--- config.mk ---
export PLATFORM = sky130hd
export DESIGN_NAME = gpio_alt_function_mux
export DESIGN_NICKNAME = d
export VERILOG_FILES = /design/src/hdl/pin_mux_pkg.sv /design/src/hdl/pin_mux_if.sv /design/src/hdl/gpio_alt_function_mux.sv /design/src/hdl/pin_mux_array.sv /design/src/hdl/pin_mux_slice.sv
export SDC_FILE = /design/constraint.sdc
export NUM_CORES = 1
export LEC_CHECK = 0
export BUFFER_PORTS_ARGS = -buffer_cell sky130_fd_sc_hd__buf_2
export CAP_MARGIN = 5
export CORE_MARGIN = 2
export CORE_UTILIZATION = 45
export DETAILED_ROUTE_END_ITERATION = 10
export GPL_TIMING_DRIVEN = 1
export PLACE_DENSITY = 0.74
export SLEW_MARGIN = 20
export SYNTH_ARGS = -nofsm -noshare
export SYNTH_HDL_FRONTEND = slang
export SYNTH_SLANG_ARGS = --single-unit
--- constraint.sdc ---
create_clock -name core_clk_in -period 10.7 [get_ports core_clk_in]
set_input_delay 1.605 -clock core_clk_in [delete_from_list [all_inputs] [get_ports core_clk_in]]
set_output_delay 1.605 -clock core_clk_in [all_outputs]
set_load 0.02 [all_outputs]
--- src/hdl/pin_mux_pkg.sv ---
package pin_mux_pkg;

    // ------------------------------------------------------------
    // Sizes
    // ------------------------------------------------------------
    localparam int PIN_COUNT = 16;
    localparam int ADDR_WIDTH = 6;
    localparam int REG_COUNT = 12;

    // ------------------------------------------------------------
    // Register byte offsets
    // ------------------------------------------------------------
    localparam logic [5:0] PRIMARY_INPUT_SELECT_OFFSET = 6'h00;
    localparam logic [5:0] PRIMARY_OUTPUT_SELECT_OFFSET = 6'h04;
    localparam logic [5:0] PRIMARY_OE_SELECT_OFFSET = 6'h08;
    localparam logic [5:0] PRIMARY_INPUT_DEFAULT_OFFSET = 6'h0C;
    localparam logic [5:0] ALT_ONE_INPUT_SELECT_OFFSET = 6'h10;
    localparam logic [5:0] ALT_ONE_OUTPUT_SELECT_OFFSET = 6'h14;
    localparam logic [5:0] ALT_ONE_OE_SELECT_OFFSET = 6'h18;
    localparam logic [5:0] ALT_ONE_INPUT_DEFAULT_OFFSET = 6'h1C;
    localparam logic [5:0] ALT_TWO_INPUT_SELECT_OFFSET = 6'h20;
    localparam logic [5:0] ALT_TWO_OUTPUT_SELECT_OFFSET = 6'h24;
    localparam logic [5:0] ALT_TWO_OE_SELECT_OFFSET = 6'h28;
    localparam logic [5:0] ALT_TWO_INPUT_DEFAULT_OFFSET = 6'h2C;

    // ------------------------------------------------------------
    // Reset values
    // ------------------------------------------------------------
    localparam logic [15:0] SELECT_RESET_ONES = 16'hFFFF;
    localparam logic [15:0] SELECT_RESET_ZEROS = 16'h0000;

    // ------------------------------------------------------------
    // Bus answers
    // ------------------------------------------------------------
    localparam logic [1:0] RESP_OKAY = 2'h0;
    localparam logic [1:0] RESP_SLVERR = 2'h2;

    typedef logic [15:0] pin_vec_type;

endpackage

--- src/hdl/pin_mux_if.sv ---
`timescale 1ns/10ps
`default_nettype none
interface pin_mux_if;
    import pin_mux_pkg::*;
    pin_vec_type prim_in_sel;
    pin_vec_type prim_out_sel;
    pin_vec_type prim_oe_sel;
    pin_vec_type prim_in_def;
    pin_vec_type a1_in_sel;
    pin_vec_type a1_out_sel;
    pin_vec_type a1_oe_sel;
    pin_vec_type a1_in_def;
    pin_vec_type a2_in_sel;
    pin_vec_type a2_out_sel;
    pin_vec_type a2_oe_sel;
    pin_vec_type a2_in_def;
    modport regs (output prim_in_sel, prim_out_sel, prim_oe_sel, prim_in_def,
        a1_in_sel, a1_out_sel, a1_oe_sel, a1_in_def,
        a2_in_sel, a2_out_sel, a2_oe_sel, a2_in_def);
    modport mux (input prim_in_sel, prim_out_sel, prim_oe_sel, prim_in_def,
        a1_in_sel, a1_out_sel, a1_oe_sel, a1_in_def,
        a2_in_sel, a2_out_sel, a2_oe_sel, a2_in_def);
endinterface
`default_nettype wire

--- src/hdl/gpio_alt_function_mux.sv ---
`timescale 1ns/10ps
`default_nettype none
module gpio_alt_function_mux (
    input wire logic core_clk_in,
    input wire logic rstn_in,
    input wire logic [pin_mux_pkg::ADDR_WIDTH-1:0] s_axi_awaddr_in,
    input wire logic s_axi_awvalid_in,
    output logic s_axi_awready_out,
    input wire logic [31:0] s_axi_wdata_in,
    input wire logic [3:0] s_axi_wstrb_in,
    input wire logic s_axi_wvalid_in,
    output logic s_axi_wready_out,
    output logic [1:0] s_axi_bresp_out,
    output logic s_axi_bvalid_out,
    input wire logic s_axi_bready_in,
    input wire logic [pin_mux_pkg::ADDR_WIDTH-1:0] s_axi_araddr_in,
    input wire logic s_axi_arvalid_in,
    output logic s_axi_arready_out,
    output logic [31:0] s_axi_rdata_out,
    output logic [1:0] s_axi_rresp_out,
    output logic s_axi_rvalid_out,
    input wire logic s_axi_rready_in,
    input wire logic [15:0] pad_in,
    input wire logic [15:0] main_output_data_in,
    input wire logic [15:0] main_output_enable_in,
    input wire logic [15:0] alt_one_output_data_in,
    input wire logic [15:0] alt_one_output_enable_in,
    input wire logic [15:0] alt_two_output_data_in,
    input wire logic [15:0] alt_two_output_enable_in,
    input wire logic [15:0] alt_three_output_data_in,
    input wire logic [15:0] alt_three_output_enable_in,
    output logic [15:0] main_input_data_out,
    output logic [15:0] alt_one_input_data_out,
    output logic [15:0] alt_two_input_data_out,
    output logic [15:0] alt_three_input_data_out,
    output logic [15:0] pad_out,
    output logic [15:0] pad_oe_n_out
);
    import pin_mux_pkg::*;

    typedef struct packed {
        pin_vec_type [REG_COUNT-1:0] regs;
        logic [ADDR_WIDTH-1:0] waddr;
        logic [31:0] wdata;
        logic [3:0] wstrb;
        logic have_aw;
        logic have_w;
        logic bvalid;
        logic [1:0] bresp;
        logic rvalid;
        logic [31:0] rdata;
        logic [1:0] rresp;
        pin_vec_type main_in;
        pin_vec_type a1_in;
        pin_vec_type a2_in;
        pin_vec_type a3_in;
        pin_vec_type pad;
        pin_vec_type pad_oe_n;
        logic awready;
        logic wready;
        logic arready;
    } state_type;

    state_type state_ff;
    state_type nxt_state;
    logic rst_meta_ff;
    logic rst_sync_ff;
    logic [15:0] pad_meta_ff;
    logic [15:0] pad_sync_ff;
    pin_vec_type comb_main_in;
    pin_vec_type comb_a1_in;
    pin_vec_type comb_a2_in;
    pin_vec_type comb_a3_in;
    pin_vec_type comb_pad;
    pin_vec_type comb_pad_oe;
    logic wr_fire;
    logic rd_fire;
    logic [ADDR_WIDTH-1:0] rd_addr;

    pin_mux_if sel_bus ();

    // ------------------------------------------------------------
    // Reset release and pad synchroniser
    // ------------------------------------------------------------
    always_ff @(posedge core_clk_in or negedge rstn_in) begin
        if (!rstn_in) begin
            rst_meta_ff <= 1'b0;
            rst_sync_ff <= 1'b0;
            pad_meta_ff <= 16'h0000;
            pad_sync_ff <= 16'h0000;
        end else begin
            rst_meta_ff <= 1'b1;
            rst_sync_ff <= rst_meta_ff;
            pad_meta_ff <= pad_in;
            pad_sync_ff <= pad_meta_ff;
        end
    end

    // ------------------------------------------------------------
    // Register outputs onto the carrier
    // ------------------------------------------------------------
    assign sel_bus.prim_in_sel = state_ff.regs[0];
    assign sel_bus.prim_out_sel = state_ff.regs[1];
    assign sel_bus.prim_oe_sel = state_ff.regs[2];
    assign sel_bus.prim_in_def = state_ff.regs[3];
    assign sel_bus.a1_in_sel = state_ff.regs[4];
    assign sel_bus.a1_out_sel = state_ff.regs[5];
    assign sel_bus.a1_oe_sel = state_ff.regs[6];
    assign sel_bus.a1_in_def = state_ff.regs[7];
    assign sel_bus.a2_in_sel = state_ff.regs[8];
    assign sel_bus.a2_out_sel = state_ff.regs[9];
    assign sel_bus.a2_oe_sel = state_ff.regs[10];
    assign sel_bus.a2_in_def = state_ff.regs[11];

    pin_mux_array mux_array (
        .sel_if (sel_bus.mux),
        .pad_in (pad_sync_ff),
        .main_out_in (main_output_data_in),
        .main_oe_in (main_output_enable_in),
        .a1_out_in (alt_one_output_data_in),
        .a1_oe_in (alt_one_output_enable_in),
        .a2_out_in (alt_two_output_data_in),
        .a2_oe_in (alt_two_output_enable_in),
        .a3_out_in (alt_three_output_data_in),
        .a3_oe_in (alt_three_output_enable_in),
        .main_in_out (comb_main_in),
        .a1_in_out (comb_a1_in),
        .a2_in_out (comb_a2_in),
        .a3_in_out (comb_a3_in),
        .pad_out (comb_pad),
        .pad_oe_out (comb_pad_oe)
    );

    // ------------------------------------------------------------
    // Bus slave and register file
    // ------------------------------------------------------------
    assign wr_fire = state_ff.have_aw && state_ff.have_w && !state_ff.bvalid;
    assign rd_fire = s_axi_arvalid_in && !state_ff.rvalid;
    assign rd_addr = s_axi_araddr_in;

    always_comb begin
        nxt_state = state_ff;
        if (s_axi_awvalid_in && !state_ff.have_aw && !state_ff.bvalid) begin
            nxt_state.have_aw = 1'b1;
            nxt_state.waddr = s_axi_awaddr_in;
        end
        if (s_axi_wvalid_in && !state_ff.have_w && !state_ff.bvalid) begin
            nxt_state.have_w = 1'b1;
            nxt_state.wdata = s_axi_wdata_in;
            nxt_state.wstrb = s_axi_wstrb_in;
        end
        if (wr_fire) begin
            nxt_state.have_aw = 1'b0;
            nxt_state.have_w = 1'b0;
            nxt_state.bvalid = 1'b1;
            nxt_state.bresp = RESP_SLVERR;
            if (state_ff.waddr[1:0] == 2'h0 && state_ff.waddr[5:2] < 4'(REG_COUNT)) begin
                nxt_state.bresp = RESP_OKAY;
                // Upper lanes ignored, bit n stays pin n
                if (state_ff.wstrb[0]) begin
                    nxt_state.regs[state_ff.waddr[5:2]][7:0] = state_ff.wdata[7:0];
                end
                if (state_ff.wstrb[1]) begin
                    nxt_state.regs[state_ff.waddr[5:2]][15:8] = state_ff.wdata[15:8];
                end
            end
        end else if (state_ff.bvalid && s_axi_bready_in) begin
            nxt_state.bvalid = 1'b0;
        end
        if (rd_fire) begin
            nxt_state.rvalid = 1'b1;
            nxt_state.rdata = 32'h0000_0000;
            nxt_state.rresp = RESP_SLVERR;
            if (rd_addr[1:0] == 2'h0 && rd_addr[5:2] < 4'(REG_COUNT)) begin
                nxt_state.rresp = RESP_OKAY;
                nxt_state.rdata = {16'h0000, state_ff.regs[rd_addr[5:2]]};
            end
        end else if (state_ff.rvalid && s_axi_rready_in) begin
            nxt_state.rvalid = 1'b0;
        end
        nxt_state.main_in = comb_main_in;
        nxt_state.a1_in = comb_a1_in;
        nxt_state.a2_in = comb_a2_in;
        nxt_state.a3_in = comb_a3_in;
        nxt_state.pad = comb_pad;
        // Enable leaves the block active low
        nxt_state.pad_oe_n = ~comb_pad_oe;
        nxt_state.awready = !nxt_state.have_aw && !nxt_state.bvalid;
        nxt_state.wready = !nxt_state.have_w && !nxt_state.bvalid;
        nxt_state.arready = !nxt_state.rvalid;
    end

    always_ff @(posedge core_clk_in or negedge rst_sync_ff) begin
        if (!rst_sync_ff) begin
            state_ff <= '0;
            state_ff.regs[0] <= SELECT_RESET_ONES;
            state_ff.regs[1] <= SELECT_RESET_ONES;
            state_ff.regs[2] <= SELECT_RESET_ONES;
            state_ff.regs[3] <= SELECT_RESET_ZEROS;
            state_ff.regs[4] <= SELECT_RESET_ZEROS;
            state_ff.regs[5] <= SELECT_RESET_ONES;
            state_ff.regs[6] <= SELECT_RESET_ONES;
            state_ff.regs[7] <= SELECT_RESET_ZEROS;
            state_ff.regs[8] <= SELECT_RESET_ZEROS;
            state_ff.regs[9] <= SELECT_RESET_ONES;
            state_ff.regs[10] <= SELECT_RESET_ONES;
            state_ff.regs[11] <= SELECT_RESET_ZEROS;
            // Ready flops up, pads released
            state_ff.awready <= 1'b1;
            state_ff.wready <= 1'b1;
            state_ff.arready <= 1'b1;
            state_ff.pad_oe_n <= SELECT_RESET_ONES;
        end else begin
            state_ff <= nxt_state;
        end
    end

    // ------------------------------------------------------------
    // Output drive
    // ------------------------------------------------------------
    assign s_axi_awready_out = state_ff.awready;
    assign s_axi_wready_out = state_ff.wready;
    assign s_axi_bvalid_out = state_ff.bvalid;
    assign s_axi_bresp_out = state_ff.bresp;
    assign s_axi_arready_out = state_ff.arready;
    assign s_axi_rvalid_out = state_ff.rvalid;
    assign s_axi_rdata_out = state_ff.rdata;
    assign s_axi_rresp_out = state_ff.rresp;
    assign main_input_data_out = state_ff.main_in;
    assign alt_one_input_data_out = state_ff.a1_in;
    assign alt_two_input_data_out = state_ff.a2_in;
    assign alt_three_input_data_out = state_ff.a3_in;
    assign pad_out = state_ff.pad;
    assign pad_oe_n_out = state_ff.pad_oe_n;

    // ------------------------------------------------------------
    // Checks
    // ------------------------------------------------------------
    AST_OE_MAIN: assert property (@(posedge core_clk_in) disable iff (!rst_sync_ff)
        ##1 $past(state_ff.regs[2][0])
        |-> pad_oe_n_out[0] == !$past(main_output_enable_in[0]))
        else $error("pad enable not main");
    AST_DEF_PRIM: assert property (@(posedge core_clk_in) disable iff (!rst_sync_ff)
        ##1 !$past(state_ff.regs[0][3]) |-> main_input_data_out[3] == $past(state_ff.regs[3][3]))
        else $error("primary default missing");
    AST_A1_IN: assert property (@(posedge core_clk_in) disable iff (!rst_sync_ff)
        ##1 ($past(state_ff.regs[0][1]) == 1'b0 && $past(state_ff.regs[4][1]))
        |-> alt_one_input_data_out[1] == $past(pad_sync_ff[1]))
        else $error("alt one input wrong");
    AST_DATA_CHAIN: assert property (@(posedge core_clk_in) disable iff (!rst_sync_ff)
        ##1 ($past(state_ff.regs[1][2]) == 1'b0 && $past(state_ff.regs[5][2]) == 1'b0
        && $past(state_ff.regs[9][2]) == 1'b0)
        |-> pad_out[2] == $past(alt_three_output_data_in[2]))
        else $error("data chain wrong");
    AST_OE_CHAIN: assert property (@(posedge core_clk_in) disable iff (!rst_sync_ff)
        ##1 ($past(state_ff.regs[2][5]) == 1'b0 && $past(state_ff.regs[6][5]) == 1'b0
        && $past(state_ff.regs[10][5]))
        |-> pad_oe_n_out[5] == !$past(alt_two_output_enable_in[5]))
        else $error("enable chain wrong");
    AST_A1_DEF: assert property (@(posedge core_clk_in) disable iff (!rst_sync_ff)
        ##1 ($past(state_ff.regs[4][4]) == 1'b0)
        |-> alt_one_input_data_out[4] == $past(state_ff.regs[7][4]))
        else $error("alt one default missing");
    AST_A2_DEF: assert property (@(posedge core_clk_in) disable iff (!rst_sync_ff)
        ##1 $past(state_ff.regs[8][6])
        |-> alt_three_input_data_out[6] == $past(state_ff.regs[11][6]))
        else $error("alt two default missing");
    AST_UPPER_ZERO: assert property (@(posedge core_clk_in) disable iff (!rst_sync_ff)
        s_axi_rvalid_out |-> s_axi_rdata_out[31:16] == 16'h0000)
        else $error("upper bits not zero");
    AST_MAIN_OUT: assert property (@(posedge core_clk_in) disable iff (!rst_sync_ff)
        ##1 $past(state_ff.regs[1][7]) |-> pad_out[7] == $past(main_output_data_in[7]))
        else $error("main data not routed");
    AST_A1_DATA: assert property (@(posedge core_clk_in) disable iff (!rst_sync_ff)
        ##1 ($past(state_ff.regs[1][8]) == 1'b0 && $past(state_ff.regs[5][8]))
        |-> pad_out[8] == $past(alt_one_output_data_in[8]))
        else $error("alt one data not routed");
    AST_A2_DATA: assert property (@(posedge core_clk_in) disable iff (!rst_sync_ff)
        ##1 ($past(state_ff.regs[1][9]) == 1'b0 && $past(state_ff.regs[5][9]) == 1'b0
        && $past(state_ff.regs[9][9]))
        |-> pad_out[9] == $past(alt_two_output_data_in[9]))
        else $error("alt two data not routed");
    AST_A1_OE: assert property (@(posedge core_clk_in) disable iff (!rst_sync_ff)
        ##1 ($past(state_ff.regs[2][10]) == 1'b0 && $past(state_ff.regs[6][10]))
        |-> pad_oe_n_out[10] == !$past(alt_one_output_enable_in[10]))
        else $error("alt one enable not routed");
    AST_MAIN_IN: assert property (@(posedge core_clk_in) disable iff (!rst_sync_ff)
        ##1 $past(state_ff.regs[0][11])
        |-> main_input_data_out[11] == $past(pad_sync_ff[11]))
        else $error("pad not routed to main");
    AST_A2_IN: assert property (@(posedge core_clk_in) disable iff (!rst_sync_ff)
        ##1 ($past(state_ff.regs[0][12]) == 1'b0 && $past(state_ff.regs[4][12]) == 1'b0
        && $past(state_ff.regs[8][12]))
        |-> alt_two_input_data_out[12] == $past(pad_sync_ff[12]))
        else $error("alt two input wrong");
endmodule
`default_nettype wire

--- src/hdl/pin_mux_array.sv ---
`timescale 1ns/10ps
`default_nettype none
module pin_mux_array (
    pin_mux_if.mux sel_if,
    input wire logic [15:0] pad_in,
    input wire logic [15:0] main_out_in,
    input wire logic [15:0] main_oe_in,
    input wire logic [15:0] a1_out_in,
    input wire logic [15:0] a1_oe_in,
    input wire logic [15:0] a2_out_in,
    input wire logic [15:0] a2_oe_in,
    input wire logic [15:0] a3_out_in,
    input wire logic [15:0] a3_oe_in,
    output logic [15:0] main_in_out,
    output logic [15:0] a1_in_out,
    output logic [15:0] a2_in_out,
    output logic [15:0] a3_in_out,
    output logic [15:0] pad_out,
    output logic [15:0] pad_oe_out
);
    // One slice per pin, no cross-pin paths
    for (genvar i = 0; i < 16; i++) begin : g_pin
        pin_mux_slice slice (
            .prim_in_sel_in (sel_if.prim_in_sel[i]),
            .prim_out_sel_in (sel_if.prim_out_sel[i]),
            .prim_oe_sel_in (sel_if.prim_oe_sel[i]),
            .prim_in_def_in (sel_if.prim_in_def[i]),
            .a1_in_sel_in (sel_if.a1_in_sel[i]),
            .a1_out_sel_in (sel_if.a1_out_sel[i]),
            .a1_oe_sel_in (sel_if.a1_oe_sel[i]),
            .a1_in_def_in (sel_if.a1_in_def[i]),
            .a2_in_sel_in (sel_if.a2_in_sel[i]),
            .a2_out_sel_in (sel_if.a2_out_sel[i]),
            .a2_oe_sel_in (sel_if.a2_oe_sel[i]),
            .a2_in_def_in (sel_if.a2_in_def[i]),
            .pad_in (pad_in[i]),
            .main_out_in (main_out_in[i]),
            .main_oe_in (main_oe_in[i]),
            .a1_out_in (a1_out_in[i]),
            .a1_oe_in (a1_oe_in[i]),
            .a2_out_in (a2_out_in[i]),
            .a2_oe_in (a2_oe_in[i]),
            .a3_out_in (a3_out_in[i]),
            .a3_oe_in (a3_oe_in[i]),
            .main_in_out (main_in_out[i]),
            .a1_in_out (a1_in_out[i]),
            .a2_in_out (a2_in_out[i]),
            .a3_in_out (a3_in_out[i]),
            .pad_out (pad_out[i]),
            .pad_oe_out (pad_oe_out[i])
        );
    end
endmodule
`default_nettype wire

--- src/hdl/pin_mux_slice.sv ---
`timescale 1ns/10ps
`default_nettype none
module pin_mux_slice (
    input wire logic prim_in_sel_in,
    input wire logic prim_out_sel_in,
    input wire logic prim_oe_sel_in,
    input wire logic prim_in_def_in,
    input wire logic a1_in_sel_in,
    input wire logic a1_out_sel_in,
    input wire logic a1_oe_sel_in,
    input wire logic a1_in_def_in,
    input wire logic a2_in_sel_in,
    input wire logic a2_out_sel_in,
    input wire logic a2_oe_sel_in,
    input wire logic a2_in_def_in,
    input wire logic pad_in,
    input wire logic main_out_in,
    input wire logic main_oe_in,
    input wire logic a1_out_in,
    input wire logic a1_oe_in,
    input wire logic a2_out_in,
    input wire logic a2_oe_in,
    input wire logic a3_out_in,
    input wire logic a3_oe_in,
    output logic main_in_out,
    output logic a1_in_out,
    output logic a2_in_out,
    output logic a3_in_out,
    output logic pad_out,
    output logic pad_oe_out
);
    logic prim_to_chain;
    logic a1_to_chain;
    logic a2_out_stage;
    logic a1_out_stage;
    logic a2_oe_stage;
    logic a1_oe_stage;

    // ------------------------------------------------------------
    // Input demultiplexers
    // ------------------------------------------------------------
    assign main_in_out = prim_in_sel_in ? pad_in : prim_in_def_in;
    assign prim_to_chain = prim_in_sel_in ? prim_in_def_in : pad_in;
    assign a1_in_out = a1_in_sel_in ? prim_to_chain : a1_in_def_in;
    assign a1_to_chain = a1_in_sel_in ? a1_in_def_in : prim_to_chain;
    assign a2_in_out = a2_in_sel_in ? a1_to_chain : a2_in_def_in;
    assign a3_in_out = a2_in_sel_in ? a2_in_def_in : a1_to_chain;

    // ------------------------------------------------------------
    // Output data and enable chains
    // ------------------------------------------------------------
    assign a2_out_stage = a2_out_sel_in ? a2_out_in : a3_out_in;
    assign a1_out_stage = a1_out_sel_in ? a1_out_in : a2_out_stage;
    assign pad_out = prim_out_sel_in ? main_out_in : a1_out_stage;
    assign a2_oe_stage = a2_oe_sel_in ? a2_oe_in : a3_oe_in;
    assign a1_oe_stage = a1_oe_sel_in ? a1_oe_in : a2_oe_stage;
    assign pad_oe_out = prim_oe_sel_in ? main_oe_in : a1_oe_stage;
endmodule
`default_nettype wire

### Word level (Yosys, flattened, before mapping)

Cells that the tools add are included.

| cells by class | value |
|---|---|
| $lt $le $gt $ge | 5 |
| muxes and demuxes | 213 |
| bitwise operators | 1 |
| reductions and logical operators | 25 |

Operator list:

| kind | count |
|---|---|
| 2-to-1 mux 192 bit | 4 |
| bitwise mux 192 bit | 2 |
| 2-to-1 mux 1 bit | 198 |
| demux 16 bit (select 4 bit) | 2 |
| binary-select mux 16 bit (select 4 bit) | 1 |
| 2-to-1 mux 16 bit | 2 |
| 2-to-1 mux 18 bit | 1 |
| NOT 16 bit | 1 |
| logical AND 1 bit | 14 |
| less-than comparator 4 x 5 -> 1 bit (second input constant) | 2 |
| zero test 1 bit | 8 |
| less-than comparator 4 bit (second input constant) | 2 |
| 2-to-1 mux 8 bit | 1 |
| greater-or-equal comparator 4 x 1 -> 1 bit (second input constant) | 1 |
| zero test 2 bit | 2 |
| 2-to-1 mux 2 bit | 2 |
| AND reduction 2 bit | 1 |

| word-level totals | value |
|---|---|
| register bits | 389 |
| bits of input ports | 199 |
| logic and storage cells | 279 |

### Logic depth before layout (Yosys ltp)

Gate-level depths: netlist of run 1.

| depth | value |
|---|---|
| depth in word-level cells | 10 |
| gate-level depth with buffers | 6 |
| mapped depth without buffers | 3 |

### Modules after synthesis

From an unflattened synthesis of run 1, not the netlist that was laid out.

| second synthesis, totals | value |
|---|---|
| cell total of the unflattened synthesis | 1322 |
| area, all modules | 17713.2 um^2 |

By module, submodules not included:

| module | times used | cells an instance | area each (um^2) | sequential area each (um^2) |
|---|---|---|---|---|
| gpio_alt_function_mux | 1 | 970 | 15230.9 | 9447.8 |
| pin_mux_slice | 16 | 22 | 155.1 | 0.0 |

### Worst setup path after synthesis of run 1

No wires, ideal clock.

| path | value |
|---|---|
| kind | input -> register |
| start | input s_axi_araddr_in[2] (netlist bit) |
| end | register state_ff, in the netlist s_axi_rdata_out[10] |
| arrival time | 2.961 ns |
| slack | 7.612 ns |
| stages on the path | 5 |
| cell sequence | buf_2 buf_2 mux4_2 a32oi_1 nand3_1 |

| on the way | value |
|---|---|
| cells in the longest elaborated chain, start to end | 3 |
| elaborated cells on any way between the ends | 5 |

RTL lines:

| item | line | text |
|---|---|---|
| from (decl) | gpio_alt_function_mux.sv:16 | `input wire logic [pin_mux_pkg::ADDR_WIDTH-1:0] s_axi_araddr_in,` |
| binary-select mux 16 bit (select 4 bit) or less-than comparator 4 bit (tied branches) | gpio_alt_function_mux.sv:176, gpio_alt_function_mux.sv:174 |  |
| 2-to-1 mux 16 bit (not written as such) or logical AND 1 bit (tied branches) | gpio_alt_function_mux.sv:176, gpio_alt_function_mux.sv:174 |  |
| 2-to-1 mux 18 bit * | gpio_alt_function_mux.sv:174 | `if (rd_addr[1:0] == 2'h0 && rd_addr[5:2] < 4'(REG_COUNT)) begin` |
| to (signal assigned) | gpio_alt_function_mux.sv:214 | `state_ff <= nxt_state;` |
| to (decl) | gpio_alt_function_mux.sv:64 | `state_type state_ff;` |

Every way passes the cells marked *; elsewhere a longest branch is shown, timed or not. The select of a mux whose other input is x is not followed.
A chain may end at the register's enable or synchronous reset.

### Worst setup path after layout of run 1

| path | value |
|---|---|
| start | register state_ff, in the netlist s_axi_bvalid_out |
| end | output s_axi_bvalid_out |

RTL lines:

| item | line | text |
|---|---|---|
| to (decl) | gpio_alt_function_mux.sv:14 | `output logic s_axi_bvalid_out,` |

No word-level cell between the ends.

==> impl_metrics.json, run 1 <==
{
  "p_total_w": 0.00526,
  "rsz0062_at_grt": "no",
  "diodes": 0,
  "clock_sinks": 371,
  "synth_top_cells_by_area": "dfrtp_1, dfstp_2, mux2_2",
  "finalCriticalPeriod_ns": 3.57,
  "die_w_um": 202,
  "via_per_inst": 5.40,
  "setup.worst_path.start_class": "flip-flop",
  "worst_ir_drop_vdd_uv": 178,
  "end_kind": "output port",
  "area_growth_pct": 14.1,
  "drtIter0Drc": 569,
  "cp.arrival_ns": 1.96,
  "worstMarginPinSlew_ns": 1.16,
  "drv_slew": 0,
  "hold_buffers": 0,
  "routed-via-count": 10300,
  "p_leak_nw": 8.99,
  "final-seq-area_um2": 9450,
  "ios": 336,
  "grt_pass1_wl_mm": 65.7,
  "holdWs_ns": 0.303,
  "clk_path_buf_depth": 3,
  "synth_cell_type_count": 40,
  "portBuffers": 299,
  "synthXorXnorAreaFrac_pct": 0,
  "grt-ovfl-total": 0,
  "place_hpwl_mm": 27.9,
  "regMostFlops": "state_ff",
  "synth_edf_count": 0,
  "ys_seq_area_share_pct": 53.7,
  "synth_top_family_by_area": "multiplexers",
  "h-tree-depth": 2,
  "fin_nets": 1558,
  "cts_tree": "done",
  "drc_errors": 0,
  "grt_pass1_vias": 10700,
  "max_freq_ghz": 0.280,
  "drv_cap": 0,
  "hold_violations": 0,
  "dieArea_um2": 40700,
  "post_cts_buffers": 0,
  "syn_inst": 1178,
  "ys_ff_latch": 371,
  "grt_antenna_before_repair": 1,
  "dpl-instance-area_um2": 18700,
  "grt_max_degree": 186,
  "synth_top_cell_by_area": "dfrtp_1",
  "routed_wl_mm": 42.9,
  "multi_input_area_um2": 6960,
  "finalSetupTns_ns": 0,
  "fp.coreArea_um2": 38600,
  "setup_violations": 0,
  "ctsResizeCount": 0,
  "clkLatencyLatePin_ns": 0.54,
  "path_buf_inv": 1,
  "synth.avg_cell_area_um2": 14.9,
  "r2r_slack_ns": 7.83,
  "synth_ff_type": "dfrtp_1",
  "period_share_pct": 33.3,
  "ys_async_sr_fraction_pct": 100,
  "design_area_um2": 20100,
  "yosys.area_share.simple_pct": 6.73,
  "dr.pass1.iters": 5,
  "synth_fa_ha_area_share_pct": 0,
  "synth.area.mux_share_pct": 30.2,
  "largest_register_ff_count": 26,
  "clk_pin_slew_ns": 0.06,
  "reg2reg_to": "sel_bus.a1_out_sel[13]",
  "crit_required_ns": 9.10,
  "fillers": 3223,
  "final_antenna_net_count": 0,
  "gp_congestion": 0.779,
  "initial_core_util_pct": 45.5,
  "layout-drive-gt1-share_pct": 64.4,
  "worstReg2RegStart": "state_ff[175]",
  "r2r.worst_path.cells": 3,
  "clock_tree.root_cell": "clkbuf_16",
  "crit_fanout": 31,
  "synth_top_area_share_pct": 34.2,
  "slew_headroom_pct": 22.3,
  "cpLargestDelayFamily": "flip-flops",
  "critPathKind": "flip-flop to output port",
  "hold_path.class": "flip-flop to asynchronous set/reset pin",
  "netlist_area_um2": 17600,
  "yosys_warnings": 0,
  "row_count": 72,
  "status": "finished, final reports clean",
  "powerDensity_nw_per_um2": 262,
  "critical-path-slowest-cell": "dfrtp_2",
  "synth-compound-area-share_pct": 2.02,
  "die_h_um": 202,
  "grt_use_total_pct": 21.4,
  "finClkSkew_ns": 0.0139,
  "slowest_delay_ns": 1.10,
  "wire_per_inst_um": 22.5,
  "cp_cell_sequence": "buf_2",
  "cts_inserted_buffers": 41
}
[cell usage after synthesis, drive strengths merged (3+ instances only)]
cell     number
mux2        328
dfrtp       240
buf         162
dfstp       131
mux2i        48
mux4         48
nand2        36
o21ai        35
clkbuf       29
nand4bb      19
nand4b       18
nor4         18
a32oi        16
nand3        16
nand2b        3
nand3b        3
nor2          3
nor4b         3
or3b          3
[per-layer routing]
| layer | share of wire [%] | track usage (%) |
|---|---|---|
| met4 | 2.3 | 5.86 |
| met5 | 0 | 0 |
| met3 | 5.8 | 4.57 |
| met1 | 45 | 30.2 |
| met2 | 47 | 33.5 |
[stage by stage]
step                utilization [%]  cells  worst slack (ns)
floorplan                         -   1195             0.781
global placement               48.3   1831              7.02
detailed placement             48.3   1831              6.97
CTS                            51.7   1904              7.10
global route                   51.9   1907              7.06
finish                         51.9   1907              7.13
[worst reg2reg max path, stage by stage (launching register included)]
cell	delay (ns)
dfrtp_1	0.39
nand4bb_4	0.76
nor4_4	1.22
mux2_2	0.43
[final cells by class]
type / count / area share (%)
Sequential cell: 371 / 47.1
Multi-Input combinational cell: 631 / 34.7
Timing Repair Buffer: 312 / 8.26
Clock buffer: 60 / 5.92
Tap cell: 518 / 3.23
Clock inverter: 13 / 0.761
Inverter: 2 / 0.0374
[how the worst max path moves through the flow]
stage                                      endpoint  cells past startpoint               start
after floorplan           alt_one_input_data_out[0]                      0         rst_sync_ff
after global placement          s_axi_rdata_out[14]                      5  s_axi_araddr_in[4]
after detailed placement         s_axi_rdata_out[0]                      5  s_axi_araddr_in[4]
after CTS                          s_axi_bvalid_out                      1    s_axi_bvalid_out
after global routing               s_axi_bvalid_out                      1    s_axi_bvalid_out
final                              s_axi_bvalid_out                      1    s_axi_bvalid_out
[report_power, final]
group | leakage, nW | internal [W] | total, W | switching, W
Combinational | 3.86 | 0.000726 | 0.00140 | 0.000669
Sequential | 4.48 | 0.00198 | 0.00246 | 0.000477
Clock | 0.644 | 0.000841 | 0.00140 | 0.000562
Total | 8.99 | 0.00355 | 0.00526 | 0.00171
[placed cells by master, fill, tap and decap left out, types with 10 or more instances in the layout]
| cell | instances |
|---|---|
| mux2_4 | 16 |
| nand4bb_1 | 18 |
| clkbuf_16 | 41 |
| dfrtp_1 | 238 |
| nor4_4 | 18 |
| mux2_2 | 296 |
| mux2_1 | 16 |
| buf_2 | 298 |
| a32oi_1 | 16 |
| o21ai_0 | 35 |
| nand3_1 | 16 |
| dfstp_2 | 131 |
| clkbuf_1 | 10 |
| nand2_1 | 36 |
| nand4b_1 | 18 |
| mux4_2 | 48 |
| mux2i_1 | 48 |
| conb_1 | 19 |
[kinds of logic after synthesis]
family,Yosys count
AO/OA/AOI/OAI,57
buffers and inverters,193
flip-flops,371
multiplexers,424
other,2
AND/OR/NAND/NOR,131
No activity file was read; power rests on OpenSTA's default activity.
==> run 2: changes to the inputs <==
--- a/config.mk
+++ b/config.mk
@@ -11,7 +11,7 @@
 export CORE_UTILIZATION = 45
 export DETAILED_ROUTE_END_ITERATION = 10
 export GPL_TIMING_DRIVEN = 1
-export PLACE_DENSITY = 0.74
+export PLACE_DENSITY = 0.71
 export SLEW_MARGIN = 20
 export SYNTH_ARGS = -nofsm -noshare
 export SYNTH_HDL_FRONTEND = slang
==> constraint.sdc (replaced) <==
create_clock -name core_clk_in -period 3.45 [get_ports core_clk_in]
set_input_delay 0.5175 -clock core_clk_in [delete_from_list [all_inputs] [get_ports core_clk_in]]
set_output_delay 0.5175 -clock core_clk_in [all_outputs]
set_load 0.02 [all_outputs]
==> impl_metrics.json, run 2 (synthesis results as in run 1) <==
{
  "status": "finished, final reports clean",
  "dr.pass1.iters": 4,
  "clock_tree.root_cell": "clkbuf_16",
  "worst_ir_drop_vdd_uv": 370,
  "die_h_um": 202,
  "wl_met1_mm": 20.1,
  "die_w_um": 202,
  "layout_common_cells": "buf_2, mux2_2, dfrtp_1",
  "finalSetupTns_ns": 0,
  "r2r_slack_ns": 1.05,
  "drc_errors": 0,
  "grt_use_total_pct": 22.0,
  "dieArea_um2": 40700,
  "h-tree-depth": 2,
  "critPathKind": "flip-flop to flip-flop",
  "clk_pin_slew_ns": 0.06,
  "grt_pass1_wl_mm": 67.4,
  "p_leak_nw": 9.11,
  "r2r.worst_path.cells": 4,
  "seq_power_share_pct": 46.4,
  "hold_buffers": 0,
  "crit_fanout": 22,
  "p_int_w": 0.0111,
  "worstMarginPinSlew_ns": 0.924,
  "max_freq_ghz": 0.417,
  "met3RoutedLength_mm": 2.43,
  "initial_core_util_pct": 45.5,
  "routed.top_layer": "met5",
  "finClkSkew_ns": 0.0110,
  "hold_violations": 0,
  "cp.arrival_ns": 2.85,
  "drv_cap": 0,
  "clkPwrFrac_pct": 26.5,
  "setup_violations": 0,
  "wire_per_inst_um": 23.0,
  "grt-ovfl-total": 0,
  "place_hpwl_mm": 29.5,
  "hold_path.class": "primary input to asynchronous set/reset pin",
  "grt_antenna_before_repair": 3,
  "clk_path_buf_depth": 3,
  "fin_nets": 1582,
  "final_antenna_net_count": 0,
  "setup.worst_path.end": "sel_bus.prim_in_sel[14]",
  "p_total_w": 0.0164,
  "cts_inserted_buffers": 41,
  "row_count": 72,
  "routed-via-count": 10500,
  "clkLatencyLatePin_ns": 0.53,
  "powerDensity_nw_per_um2": 810,
  "startpoint": "state_ff[175]",
  "regMostFlops": "state_ff",
  "switching_share_pct": 32.4,
  "ios": 336,
  "fillers": 3288,
  "grt_pass1_vias": 10900,
  "slew_headroom_pct": 38.0,
  "multi_input_area_um2": 6960,
  "period_share_pct": 69.5,
  "final-seq-area_um2": 9450,
  "dr_wl_met2_mm": 20.8,
  "end_kind": "flip-flop",
  "finalCriticalPeriod_ns": 2.40,
  "final_common_cell": "buf_2",
  "portBuffers": 299,
  "via_per_inst": 5.45,
  "drtIter0Drc": 537,
  "post_cts_buffers": 0,
  "largest_register_ff_count": 26,
  "netSwitchingPower_w": 0.00531,
  "worstReg2RegStart": "state_ff[175]",
  "fp.coreArea_um2": 38600,
  "layout-drive-gt1-share_pct": 64.6,
  "clock_sinks": 371,
  "crit_required_ns": 3.90,
  "area_growth_pct": 15.1,
  "cts_tree": "done",
  "setup.worst_path.start_class": "flip-flop",
  "routed_wl_mm": 44.5,
  "grt_max_degree": 62,
  "drv_slew": 0,
  "rsz0062_at_grt": "no",
  "reg2reg_to": "sel_bus.prim_in_sel[14]",
  "ctsResizeCount": 0,
  "power_frac_comb_pct": 27.1,
  "gp_congestion": 0.766
}
## run 2: how the worst min path moves through the flow
stage | endpoint | slack [ns] | depth (start not counted) | start
global route | pad_meta_ff[14] | 0.08 | 1 | pad_in[14]
global placement | rst_sync_ff | 0.33 | 0 | rst_meta_ff
detailed placement | pad_sync_ff[3] | 0.33 | 0 | pad_meta_ff[3]
CTS | pad_meta_ff[9] | 0.06 | 1 | pad_in[9]
floorplan | pad_meta_ff[0] | 0.22 | 0 | rstn_in
finish | pad_meta_ff[6] | 0.08 | 1 | rstn_in
## run 2: worst max-delay path, cell delays in order (launching register included)
cell and delay, ns:
dfrtp_1 0.39, nand4bb_4 0.26, buf_4 0.32, or4_1 0.90, mux2_1 0.44
## run 2: routing by layer
layer / vias to the layer above / global-route usage [%]
li1: 4587 / -
met3: 72 / 4.00
met5: - / 0
met4: 2 / 6.88
met1: 5523 / 31.5
met2: 331 / 34.0
## run 2: through the flow
step	cell area, um^2	instances	hold WS (ns)	worst slack (ns)	utilization, %
floorplan	17600	1195	0.222	0.168	-
global placement	18900	1858	0.332	1.08	48.9
detailed placement	18900	1858	0.335	1.06	48.9
CTS	20200	1930	0.0606	1.05	52.3
global route	20200	1931	0.0763	0.967	52.4
finish	20200	1931	0.0833	1.05	52.4
## run 2: power by group through the flow
stage	Combinational (W)	Sequential [W]	Clock [W]
2_1_floorplan	0.00431	0.00698	0
3_3_place_gp	0.00437	0.00759	0
3_5_place_dp	0.00447	0.00764	0
4_1_cts	0.00450	0.00759	0.00444
5_1_grt	0.00474	0.00781	0.00465
6_report	0.00445	0.00759	0.00434
## run 2: cell type report
type / count / area share, %
clock inverter: 8 / 0.717
clock buffer: 64 / 5.84
tap: 518 / 3.20
antenna: 1 / 0.0124
inverter: 2 / 0.0371
timing repair buffer: 336 / 9.09
sequential: 371 / 46.7
multi-input combinational: 631 / 34.4
